--- src/design/asram_params.svh ---
// Timing and field constants for the host-side controller of an
// 8,192 x 9 asynchronous static memory; assumes a 40 MHz system clock.
// Overview of operation
// - Both selects on, strobe low: device takes data
// - Read cycle at least grade time; data follows
// - Write cycle and selection length per grade
// - Write strobe low at least grade pulse width
// - Write ends on strobe or either select edge
`ifndef ASRAM_PARAMS_SVH
`define ASRAM_PARAMS_SVH

`define ASRAM_WORDS 8192
`define ASRAM_ADDR_W 13
`define ASRAM_DATA_W 9
`define ASRAM_CLK_PERIOD_NS 25
`define ASRAM_SYNC_STAGES 2
`define ASRAM_GRADES 3

// Per-grade figures in ns: grade 0, 1, 2
`define ASRAM_T_RC(g) ((g) == 0 ? 35 : (g) == 1 ? 45 : 55)
`define ASRAM_T_ACC(g) ((g) == 0 ? 35 : (g) == 1 ? 45 : 55)
`define ASRAM_T_CO1(g) ((g) == 0 ? 35 : (g) == 1 ? 45 : 45)
`define ASRAM_T_CO2(g) ((g) == 0 ? 25 : (g) == 1 ? 25 : 30)
`define ASRAM_T_OE(g) ((g) == 0 ? 20 : (g) == 1 ? 20 : 25)
`define ASRAM_T_CHZ(g) 20
`define ASRAM_T_OHZ(g) ((g) == 0 ? 10 : (g) == 1 ? 10 : 15)
`define ASRAM_T_WC(g) ((g) == 0 ? 35 : (g) == 1 ? 45 : 55)
`define ASRAM_T_CW(g) ((g) == 0 ? 30 : (g) == 1 ? 40 : 50)
`define ASRAM_T_WP(g) ((g) == 0 ? 25 : (g) == 1 ? 35 : 45)
`define ASRAM_T_DS(g) ((g) == 0 ? 15 : (g) == 1 ? 20 : 20)

// Least time in ns to whole clock cycles, never below one
`define ASRAM_CYC_UP(t) (((t) + `ASRAM_CLK_PERIOD_NS - 1) / `ASRAM_CLK_PERIOD_NS < 1 ? 1 : \
    ((t) + `ASRAM_CLK_PERIOD_NS - 1) / `ASRAM_CLK_PERIOD_NS)

`endif

--- src/design/asram_pkg.sv ---
// Types shared by the static memory host controller.
// Assumes asram_params.svh is on the include path.
`include "asram_params.svh"

package asram_pkg;

    typedef logic [`ASRAM_ADDR_W-1:0] asram_addr_t;
    typedef logic [`ASRAM_DATA_W-1:0] asram_data_t;

    typedef struct packed {
        logic write;
        asram_addr_t addr;
        asram_data_t data;
    } asram_req_s;

    typedef struct packed {
        logic write;
        asram_data_t data;
    } asram_rsp_s;

    // Control pins of the memory; the _n fields are active low
    typedef struct packed {
        asram_addr_t word_address;
        logic select_low_active_n;
        logic select_high_active;
        logic write_strobe_n;
        logic output_drive_n;
    } asram_pins_s;

    typedef enum logic [2:0] {
        ASRAM_IDLE,
        ASRAM_W_SETUP,
        ASRAM_W_PULSE,
        ASRAM_W_END,
        ASRAM_R_ACCESS,
        ASRAM_R_SYNC,
        ASRAM_TURN
    } asram_state_e;

endpackage

--- src/design/asram_timer.sv ---
// Down-counter that times the strobe, access, sync and turnaround phases of a memory access.
// Loaded with the phase length minus one; done while the count is zero.
module asram_timer #(
    parameter int WIDTH = 4
) (
    input wire logic sys_clk_in,
    input wire logic reset_in,
    input wire logic load_in,
    input wire logic [WIDTH-1:0] value_in,
    output logic done_out
);

    logic [WIDTH-1:0] count;

    assign done_out = (count == '0);

    always_ff @(posedge sys_clk_in or posedge reset_in) begin
        if (reset_in) begin
            count <= '0;
        end else if (load_in) begin
            count <= value_in;
        end else if (!done_out) begin
            count <= count - 1'b1;
        end
    end

    // Refuse a counter too narrow to hold any phase
    if (WIDTH < 1) begin : g_bad_width
        $error("asram_timer: WIDTH must be at least 1");
    end

endmodule // asram_timer

--- src/design/asram_ctrl.sv ---
// Host controller that runs reads and strobe-ended writes on an
// 8,192 x 9 asynchronous static memory through its pins.
// Assumes a 40 MHz sys_clk_in; the data pins arrive from outside this domain.
`include "asram_params.svh"

module asram_ctrl
    import asram_pkg::*;
#(
    parameter int SPEED_GRADE = 2,
    parameter int TIMER_W = 4
) (
    input wire logic sys_clk_in,
    input wire logic reset_in,
    // User request side
    input wire logic req_valid_in,
    output logic req_ready_out,
    input wire asram_req_s req_in,
    output logic rsp_valid_out,
    output asram_rsp_s rsp_out,
    // Memory pins
    output asram_pins_s pins_out,
    input wire logic [`ASRAM_DATA_W-1:0] data_lines_in,
    output logic [`ASRAM_DATA_W-1:0] data_lines_out,
    output logic data_lines_oe_out
);

    // Phase lengths in cycles, each the worst of the figures it must cover
    localparam int T_RC_NS = `ASRAM_T_RC(SPEED_GRADE);
    localparam int T_ACC_NS = `ASRAM_T_ACC(SPEED_GRADE);
    localparam int T_CO1_NS = `ASRAM_T_CO1(SPEED_GRADE);
    localparam int T_CO2_NS = `ASRAM_T_CO2(SPEED_GRADE);
    localparam int T_OE_NS = `ASRAM_T_OE(SPEED_GRADE);
    localparam int T_CHZ_NS = `ASRAM_T_CHZ(SPEED_GRADE);
    localparam int T_OHZ_NS = `ASRAM_T_OHZ(SPEED_GRADE);
    localparam int T_WC_NS = `ASRAM_T_WC(SPEED_GRADE);
    localparam int T_CW_NS = `ASRAM_T_CW(SPEED_GRADE);
    localparam int T_WP_NS = `ASRAM_T_WP(SPEED_GRADE);
    localparam int T_DS_NS = `ASRAM_T_DS(SPEED_GRADE);

    localparam int RC_CYC = `ASRAM_CYC_UP(T_RC_NS);
    localparam int ACC_CYC = `ASRAM_CYC_UP(T_ACC_NS);
    localparam int CO1_CYC = `ASRAM_CYC_UP(T_CO1_NS);
    localparam int CO2_CYC = `ASRAM_CYC_UP(T_CO2_NS);
    localparam int OE_CYC = `ASRAM_CYC_UP(T_OE_NS);
    localparam int CHZ_CYC = `ASRAM_CYC_UP(T_CHZ_NS);
    localparam int OHZ_CYC = `ASRAM_CYC_UP(T_OHZ_NS);
    localparam int WC_CYC = `ASRAM_CYC_UP(T_WC_NS);
    localparam int CW_CYC = `ASRAM_CYC_UP(T_CW_NS);
    localparam int WP_CYC = `ASRAM_CYC_UP(T_WP_NS);
    localparam int DS_CYC = `ASRAM_CYC_UP(T_DS_NS);

    localparam int READ_A = (RC_CYC > ACC_CYC) ? RC_CYC : ACC_CYC;
    localparam int READ_B = (CO1_CYC > CO2_CYC) ? CO1_CYC : CO2_CYC;
    localparam int READ_C = (READ_A > READ_B) ? READ_A : READ_B;
    localparam int READ_CYC = (READ_C > OE_CYC) ? READ_C : OE_CYC;
    localparam int PULSE_A = (WP_CYC > DS_CYC) ? WP_CYC : DS_CYC;
    localparam int PULSE_B = (PULSE_A > CW_CYC - 1) ? PULSE_A : CW_CYC - 1;
    // Setup and end cycles frame the strobe; stretch the strobe if the cycle is short
    localparam int PULSE_CYC = (PULSE_B + 2 >= WC_CYC) ? PULSE_B : WC_CYC - 2;
    localparam int TURN_CYC = (CHZ_CYC > OHZ_CYC) ? CHZ_CYC : OHZ_CYC;

    localparam logic [TIMER_W-1:0] READ_LOAD = TIMER_W'(READ_CYC - 1);
    localparam logic [TIMER_W-1:0] SYNC_LOAD = TIMER_W'(`ASRAM_SYNC_STAGES - 1);
    localparam logic [TIMER_W-1:0] PULSE_LOAD = TIMER_W'(PULSE_CYC - 1);
    localparam logic [TIMER_W-1:0] TURN_LOAD = TIMER_W'(TURN_CYC - 1);
    localparam logic [TIMER_W-1:0] ONE_LOAD = '0;

    // Refuse grades and timer widths that the phase counts cannot serve
    if (SPEED_GRADE < 0 || SPEED_GRADE >= `ASRAM_GRADES) begin : g_bad_grade
        $error("asram_ctrl: SPEED_GRADE out of range");
    end
    if ((1 << TIMER_W) < READ_CYC || (1 << TIMER_W) < PULSE_CYC ||
        (1 << TIMER_W) < TURN_CYC) begin : g_bad_timer
        $error("asram_ctrl: TIMER_W too narrow for the phase lengths");
    end

    asram_state_e state;
    asram_state_e next_state;
    asram_req_s held;
    asram_pins_s next_pins;
    logic [`ASRAM_DATA_W-1:0] sync1;
    logic [`ASRAM_DATA_W-1:0] sync2;
    logic phase_done;
    logic timer_load;
    logic [TIMER_W-1:0] timer_value;
    logic next_oe;

    wire accept = req_valid_in && req_ready_out;
    wire capture = (state == ASRAM_R_SYNC) && phase_done;
    wire write_done = (state == ASRAM_W_END);

    assign req_ready_out = (state == ASRAM_IDLE);

    asram_timer #(
        .WIDTH(TIMER_W)
    ) u_timer (
        .sys_clk_in(sys_clk_in),
        .reset_in(reset_in),
        .load_in(timer_load),
        .value_in(timer_value),
        .done_out(phase_done)
    );

    // Sequencer; a read ends in a turnaround so the memory lets go of the lines
    always_comb begin
        next_state = state;
        timer_load = 1'b0;
        timer_value = ONE_LOAD;
        unique case (state)
            ASRAM_IDLE: begin
                if (accept) begin
                    timer_load = 1'b1;
                    if (req_in.write) begin
                        next_state = ASRAM_W_SETUP;
                    end else begin
                        next_state = ASRAM_R_ACCESS;
                        timer_value = READ_LOAD;
                    end
                end
            end
            ASRAM_W_SETUP: begin
                next_state = ASRAM_W_PULSE;
                timer_load = 1'b1;
                timer_value = PULSE_LOAD;
            end
            ASRAM_W_PULSE: begin
                if (phase_done) begin
                    next_state = ASRAM_W_END;
                end
            end
            ASRAM_W_END: begin
                next_state = ASRAM_IDLE;
            end
            ASRAM_R_ACCESS: begin
                if (phase_done) begin
                    next_state = ASRAM_R_SYNC;
                    timer_load = 1'b1;
                    timer_value = SYNC_LOAD;
                end
            end
            ASRAM_R_SYNC: begin
                if (phase_done) begin
                    next_state = ASRAM_TURN;
                    timer_load = 1'b1;
                    timer_value = TURN_LOAD;
                end
            end
            ASRAM_TURN: begin
                if (phase_done) begin
                    next_state = ASRAM_IDLE;
                end
            end
        endcase
    end

    // Pin levels for the coming state
    wire sel_next = (next_state != ASRAM_IDLE) && (next_state != ASRAM_TURN);
    wire read_next = (next_state == ASRAM_R_ACCESS) || (next_state == ASRAM_R_SYNC);
    wire write_next = (next_state == ASRAM_W_SETUP) || (next_state == ASRAM_W_PULSE) ||
        (next_state == ASRAM_W_END);
    wire [`ASRAM_ADDR_W-1:0] addr_next = accept ? req_in.addr : held.addr;
    wire [`ASRAM_DATA_W-1:0] data_next = accept ? req_in.data : held.data;

    always_comb begin
        next_pins.word_address = addr_next;
        // Deselected idle puts the memory into standby and floats it
        next_pins.select_low_active_n = !sel_next;
        next_pins.select_high_active = sel_next;
        // Selects and strobe overlap only in the pulse; the strobe ends the write
        next_pins.write_strobe_n = (next_state != ASRAM_W_PULSE);
        // Drive enable low only while reading, so writes never meet read data
        next_pins.output_drive_n = !read_next;
        // Host drives only in write states, where the memory output stays off
        next_oe = write_next;
    end

    always_ff @(posedge sys_clk_in or posedge reset_in) begin
        if (reset_in) begin
            state <= ASRAM_IDLE;
            held <= '0;
        end else begin
            state <= next_state;
            if (accept) begin
                held <= req_in;
            end
        end
    end

    always_ff @(posedge sys_clk_in or posedge reset_in) begin
        if (reset_in) begin
            pins_out <= '{word_address: '0, select_low_active_n: 1'b1, select_high_active: 1'b0,
                write_strobe_n: 1'b1, output_drive_n: 1'b1};
            data_lines_out <= '0;
            data_lines_oe_out <= 1'b0;
        end else begin
            pins_out <= next_pins;
            data_lines_out <= data_next;
            data_lines_oe_out <= next_oe;
        end
    end

    // Data pins come from outside the clock domain
    always_ff @(posedge sys_clk_in or posedge reset_in) begin
        if (reset_in) begin
            sync1 <= '0;
            sync2 <= '0;
        end else begin
            sync1 <= data_lines_in;
            sync2 <= sync1;
        end
    end

    // Read data is taken once it has settled through both stages
    always_ff @(posedge sys_clk_in or posedge reset_in) begin
        if (reset_in) begin
            rsp_valid_out <= 1'b0;
            rsp_out <= '0;
        end else begin
            rsp_valid_out <= capture || write_done;
            if (capture) begin
                rsp_out <= '{write: 1'b0, data: sync2};
            end else if (write_done) begin
                rsp_out <= '{write: 1'b1, data: held.data};
            end
        end
    end

endmodule // asram_ctrl

--- config.mk ---
export PLATFORM = sky130hd
export DESIGN_NAME = asram_ctrl
export DESIGN_NICKNAME = d
export VERILOG_FILES = /design/src/design/asram_pkg.sv /design/src/design/asram_timer.sv /design/src/design/asram_ctrl.sv
export VERILOG_INCLUDE_DIRS = /design/src /design/src/design
export SDC_FILE = /design/constraint.sdc
export NUM_CORES = 1
export LEC_CHECK = 0
export BUFFER_PORTS_ARGS = -buffer_cell sky130_fd_sc_hd__buf_2
export CAP_MARGIN = 30
export CORE_UTILIZATION = 28
export DETAILED_ROUTE_END_ITERATION = 6
export GPL_TIMING_DRIVEN = 1
export HOLD_SLACK_MARGIN = 0.05
export RECOVER_POWER = 25
export SYNTH_ARGS = -nofsm -noshare
export SYNTH_HDL_FRONTEND = slang
export SYNTH_SLANG_ARGS = --single-unit
--- constraint.sdc ---
create_clock -name sys_clk_in -period 3.41 [get_ports sys_clk_in]
set_input_delay 0.682 -clock sys_clk_in [delete_from_list [all_inputs] [get_ports sys_clk_in]]
set_output_delay 0.682 -clock sys_clk_in [all_outputs]
set_load 0.02 [all_outputs]
==> flow_summary.ini, run 1 <==
[sta]
tightest_slew_ns = 1.40
finalHoldViolCount = 0
rsz0062_at_grt = no
fmax_mhz = 409
period_share_pct = 71.7
setup_viol = 0
final_max_slew_viol_count = 0
setup_tns_ns = 0
max_slew_margin_pct = 6.48
fin_crit_ns = 2.44
worst_clock_skew_ns = 0.00526

[logic_synthesis]
synth_ff_type = dfrtp_1
syn_inst = 201
ys_types = 43
synth_edf_count = 0
synth_nets = 237
synth.yosys.seq_area_share_pct = 71.1
synth_warnings = 0
yosysTopAreaCell = dfrtp_1
async_reset_ff_share_pct = 100
yosysTopAreaCellShare_pct = 68.4
synth-seq-cells = 85
syn_avg_cell_area_um2 = 14.9
synthTopCellsByArea = dfrtp_1 (68%), mux2_2 (8.3%), dfstp_2 (2.6%)
syn_area_um2 = 3000

[power_and_ir_drop]
power.switching_mw = 0.946
combPwrFrac_pct = 25.8
p_leak_nw = 1.92
p_int_mw = 2.00
clkPwrFrac_pct = 25.9
swShare_pct = 32.1
p_per_area_nw_per_um2 = 799
irDropWorstVdd_v = 0.000304
seq_power_share_pct = 48.2

[clocking]
cts_made_buffers = 9
clock-root-buffer = clkbuf_8
post_cts_buffers = 0
clockBufferDepth = 2
insertion_delay_ns = 0.35
htreeDepth = 3
tritoncts = done
cts.repair.resized = 0
clkTransAtPathRegs_ns = 0.08
clock-sinks = 85
postCtsHoldBufs = 0

[floorplan]
dieWidth_um = 105
rows = 37
die-area_um2 = 11100
ios = 74
start_util_pct = 28.9
die_h_um = 105
core_um2 = 10400

[place]
postPlaceCellArea_um2 = 3480
place.port_buffers = 73
place_congestion = 0.759
place_hpwl_mm = 3.89

[grt]
grt_usage_pct = 11.2
antenna_found_initial = 0
grt_overflow_total = 0
grt_pass1_vias = 2011
grt_max_degree = 36
grt_first_pass_wirelength_mm = 9.52

[layout]
fin_area_um2 = 3690
final_common_cell = dfrtp_1
multi_input_area_um2 = 776
num_antenna_cells = 0
areaGrowthSynthToFinish_pct = 23.2
ff_latch_area_um2 = 2130
final_cell_mix = dfrtp_1 (82), buf_2 (73), mux2_2 (22)
drive_gt1_share_pct = 46.1
final_nets = 312
utilization_pct = 35.6
fillers = 1047

[hold_path]
hold_start = sync1[0]
hold_class = flop to flop
whs_endpoint = sync2[0]
whs_path_depth = 0

[worst_setup_path]
reg2reg_depth = 4
start_kind = flop
endpoint_kind = flop
crit_type = flop to flop
r2r_end = data_lines_out[4]
r2r_slack_ns = 0.97
r2r_start = state[2]
crit_fanout = 19
crit_required_ns = 3.64
cp_data_arrival_time_ns = 2.67

[drt]
wirelength_mm = 5.57
dr_total_vias = 1802
drtIter0Drc = 93
detail-route-antenna-nets = 0
drtPass1Iterations = 4
wl_per_cell_um = 13.4
viasPerCell = 4.33
drc_errors = 0

[job]
maxCapViolations = 0

[outcome]
status = finished, final reports clean
[critical path: stages, from the launching register on]
cell and delay (ns):
dfrtp_1 0.59, nor3_2 0.38, and2_1 0.64, buf_4 0.33
mux2_2 0.37
[how the worst max path moves through the flow]
stage / to / slack [ns] / cells past startpoint / startpoint
floorplan: data_lines_oe_out / 0.54 / 1 / reset_in
global placement: pins_out[8] / 0.97 / 4 / state[2]
detailed placement: pins_out[7] / 0.96 / 4 / state[2]
CTS: data_lines_out[4] / 0.94 / 4 / state[2]
global route: u_timer.count[3] / 0.66 / 3 / reset_in
finish: data_lines_out[4] / 0.97 / 4 / state[2]
[stage by stage]
stage	hold WS [ns]	cells	total power, mW	setup slack, ns
floorplan	0.331	201	1.97	0.539
global placement	0.335	401	2.20	0.969
detailed placement	0.336	401	2.22	0.962
CTS	0.298	416	3.00	0.943
global route	0.372	416	3.14	0.663
finish	0.353	416	2.95	0.966
[cells by family (layout without fill, tap and decap cells)]
group,after synthesis,count (layout),synth area share [%]
AO/OA/AOI/OAI,38,38,9.64
flip-flops,85,85,71.1
adder cells (fa/ha/maj),1,1,0.417
XOR/XNOR,1,1,0.292
AND/OR/NAND/NOR,36,36,6.93
multiplexers,23,23,8.60
buffers and inverters,17,96,3.05
[area by class of cell]
type / count / area share, %
inverters: 5 / 0.542
multi-input cells: 99 / 21.0
flip-flops and latches: 85 / 57.7
repair buffers: 76 / 10.4
clock inverters: 5 / 2.30
clock buffers: 10 / 3.46
well taps: 136 / 4.61
[synthesized netlist by cell type (2+ instances only)]
master	count
buf_4	2
dfstp_2	3
a21oi_1	6
dfrtp_1	82
buf_6	2
mux2_2	22
clkbuf_1	4
nand2_1	7
or3_1	2
nor3_1	5
a21o_2	2
a22o_2	7
nand2b_1	2
inv_1	5
o21ai_0	3
a211oi_1	2
nor2_1	8
nand3b_1	2
a21o_1	7
buf_2	3
a22o_1	2
o22ai_1	2
[per-layer routing]
metal	track usage, %	part of all wire (%)
met1	13.8	44
met5	0	0
met4	4.83	1.4
met3	4.33	6.8
met2	17.5	48
[registers in the layout, summed over array words and instances (netlist names)]
name / count
data_lines_oe_out: 1
data_lines_out: 9
held: 22
rsp_out: 10
pins_out: 17
u_timer.count: 4
rsp_valid_out: 1
sync2: 9
state: 3
sync1: 9
[power by group through the flow]
stage / combinational (mW) / sequential (mW) / clock (mW)
floorplan: 0.396 / 1.57 / 0
detailed placement: 0.774 / 1.45 / 0
CTS: 0.774 / 1.43 / 0.793
finish: 0.762 / 1.42 / 0.765
global route: 0.841 / 1.46 / 0.834
global placement: 0.761 / 1.44 / 0
No activity file was read; power rests on OpenSTA's default activity.
==> run 2: changes to the inputs <==
Clock period 3.41 ns to 2 ns, I/O delays scaled along.
==> run 2 against run 1 <==
- power is 78% higher
- flip-flop and latch count unchanged
- cell area up 3.1%
- cell count is 2.4% higher
- non-clock buffer count increased by 9
- register-to-register slack got worse by 0.79 ns
- setup slack lost 0.79 ns
- combinational power rose by 93%
- maximum frequency rose by 34%
- routed wire length increased by 5.5%
- global-route usage increased by 0.54 points
- critical path type unchanged
- largest cell class unchanged
- highest routed layer unchanged
==> flow_summary.ini, run 2 (synthesized netlist as in run 1, its figures left out) <==
[outcome]
status = finished, final reports clean

[power_and_ir_drop]
p_int_mw = 3.52
p_per_area_nw_per_um2 = 1380
combPwrFrac_pct = 27.9
power.switching_mw = 1.74
irDropWorstVdd_v = 0.000542
seq_power_share_pct = 45.1
clkPwrFrac_pct = 27.0
swShare_pct = 33.1
p_leak_nw = 1.99
p_total_mw = 5.25

[drt]
drtIter0Drc = 72
drtPass1Iterations = 4
wl_met2_mm = 2.71
wirelength_mm = 5.88
wl_per_cell_um = 13.8
m1WireLength_mm = 2.65
viasPerCell = 4.42
met3_length_um = 420
drc_errors = 0
detail-route-antenna-nets = 0
highest_layer = met4
dr_total_vias = 1885

[clocking]
htreeDepth = 3
insertion_delay_ns = 0.36
clock-root-buffer = clkbuf_8
postCtsHoldBufs = 0
clock-sinks = 85
tritoncts = done
clockBufferDepth = 2
cts_made_buffers = 9
clkTransAtPathRegs_ns = 0.09

[layout]
areaGrowthSynthToFinish_pct = 27.0
max_flop_register = held
drive_gt1_share_pct = 49.0
ff_latch_area_um2 = 2130
final_cell_mix = dfrtp_1 (82), buf_2 (73), mux2_2 (22)
multi_input_area_um2 = 778
final_nets = 321
reg_top3 = held x22, pins_out x17, rsp_out x10
largest_reg_flops = 22
num_antenna_cells = 0
final_common_cell = dfrtp_1
fillers = 1031

[place]
place_congestion = 0.830
place_hpwl_mm = 4.01
place.port_buffers = 73

[worst_setup_path]
slowest_delay_ns = 0.43
cp_data_arrival_time_ns = 2.08
crit_chain = inv_1, ha_1, or3b_4, nor3_4, nor2_2, a21o_2
endpoint_kind = flop
worst-path-buf-inv = 1
critPathTopFamily = simple AND/OR/NAND/NOR gates
crit_type = flop to flop
crit_fanout = 10
critical-path-slowest-cell = or3b_4
crit_required_ns = 2.25
start_kind = flop

[floorplan]
rows = 37
core_um2 = 10400
die_h_um = 105
start_util_pct = 28.9
dieWidth_um = 105
die-area_um2 = 11100
ios = 74

[grt]
grt_max_degree = 86
grt_usage_pct = 11.8
grt_first_pass_wirelength_mm = 9.98
grt_pass1_vias = 1983
antenna_found_initial = 0
grt_overflow_total = 0

[hold_path]
hold_class = primary input to flop

[sta]
final_max_slew_viol_count = 0
setup_tns_ns = 0
rsz0062_at_grt = no
fmax_mhz = 547
tightest_slew_ns = 1.12
finalHoldViolCount = 0
max_slew_margin_pct = 25.1
fin_crit_ns = 1.83
period_share_pct = 91.3
setup_viol = 0
worst_clock_skew_ns = 0.00943

[job]
maxCapViolations = 0
==> run 2: routing by layer <==
metal | up-vias | track usage, %
met1 | 948 | 14.7
li1 | 867 | -
met5 | - | 0
met3 | 8 | 4.45
met4 | 0 | 5.43
met2 | 62 | 18.0
==> run 2: through the flow <==
step | util [%] | instances | area, um^2 | worst slack [ns] | hold slack, ns
finish | 36.7 | 426 | 3810 | 0.173 | 0.146
global route | 36.7 | 426 | 3810 | 0.0188 | 0.119
CTS | 36.8 | 426 | 3820 | 0.0856 | 0.124
detailed placement | 34.5 | 410 | 3580 | 0.0861 | 0.335
global placement | 34.5 | 410 | 3580 | 0.171 | 0.334
floorplan | - | 201 | 3000 | 0.178 | 0.331
==> run 2: path summary, 6_finish.rpt <==
check	from	to	slack, ns	cells after the start
worst min-delay path	data_lines_in[0]	sync1[0]	0.15	1
worst min register to register	sync1[0]	sync2[0]	0.35	0
max in group asynchronous	reset_in	held[5]	0.86	3
worst max register to register	u_timer.count[0]	rsp_out[3]	0.17	6
min in group asynchronous	reset_in	sync1[7]	0.44	3
worst max-delay path	u_timer.count[0]	rsp_out[3]	0.17	6
==> run 2: layout make-up <==
type | count | area share [%]
multi-input combinational | 99 | 20.4
clock buffer | 9 | 3.25
clock inverter | 7 | 3.06
sequential | 85 | 56.0
tap | 136 | 4.47
inverter | 5 | 0.526
timing repair buffer | 85 | 12.3
==> run 2: power by group through the flow <==
stage | registers, mW | logic [mW] | clock network (mW)
floorplan | 2.69 | 0.676 | 0
global placement | 2.39 | 1.45 | 0
detailed placement | 2.41 | 1.48 | 0
CTS | 2.38 | 1.48 | 1.47
global route | 2.43 | 1.60 | 1.55
finish | 2.37 | 1.47 | 1.42
==> run 2: what timing repair did <==
item / 4_1_cts / 5_1_grt
resized for setup: 0 / 1
setup endpoints to repair: 0 / 4
buffers inserted: 0 / 0
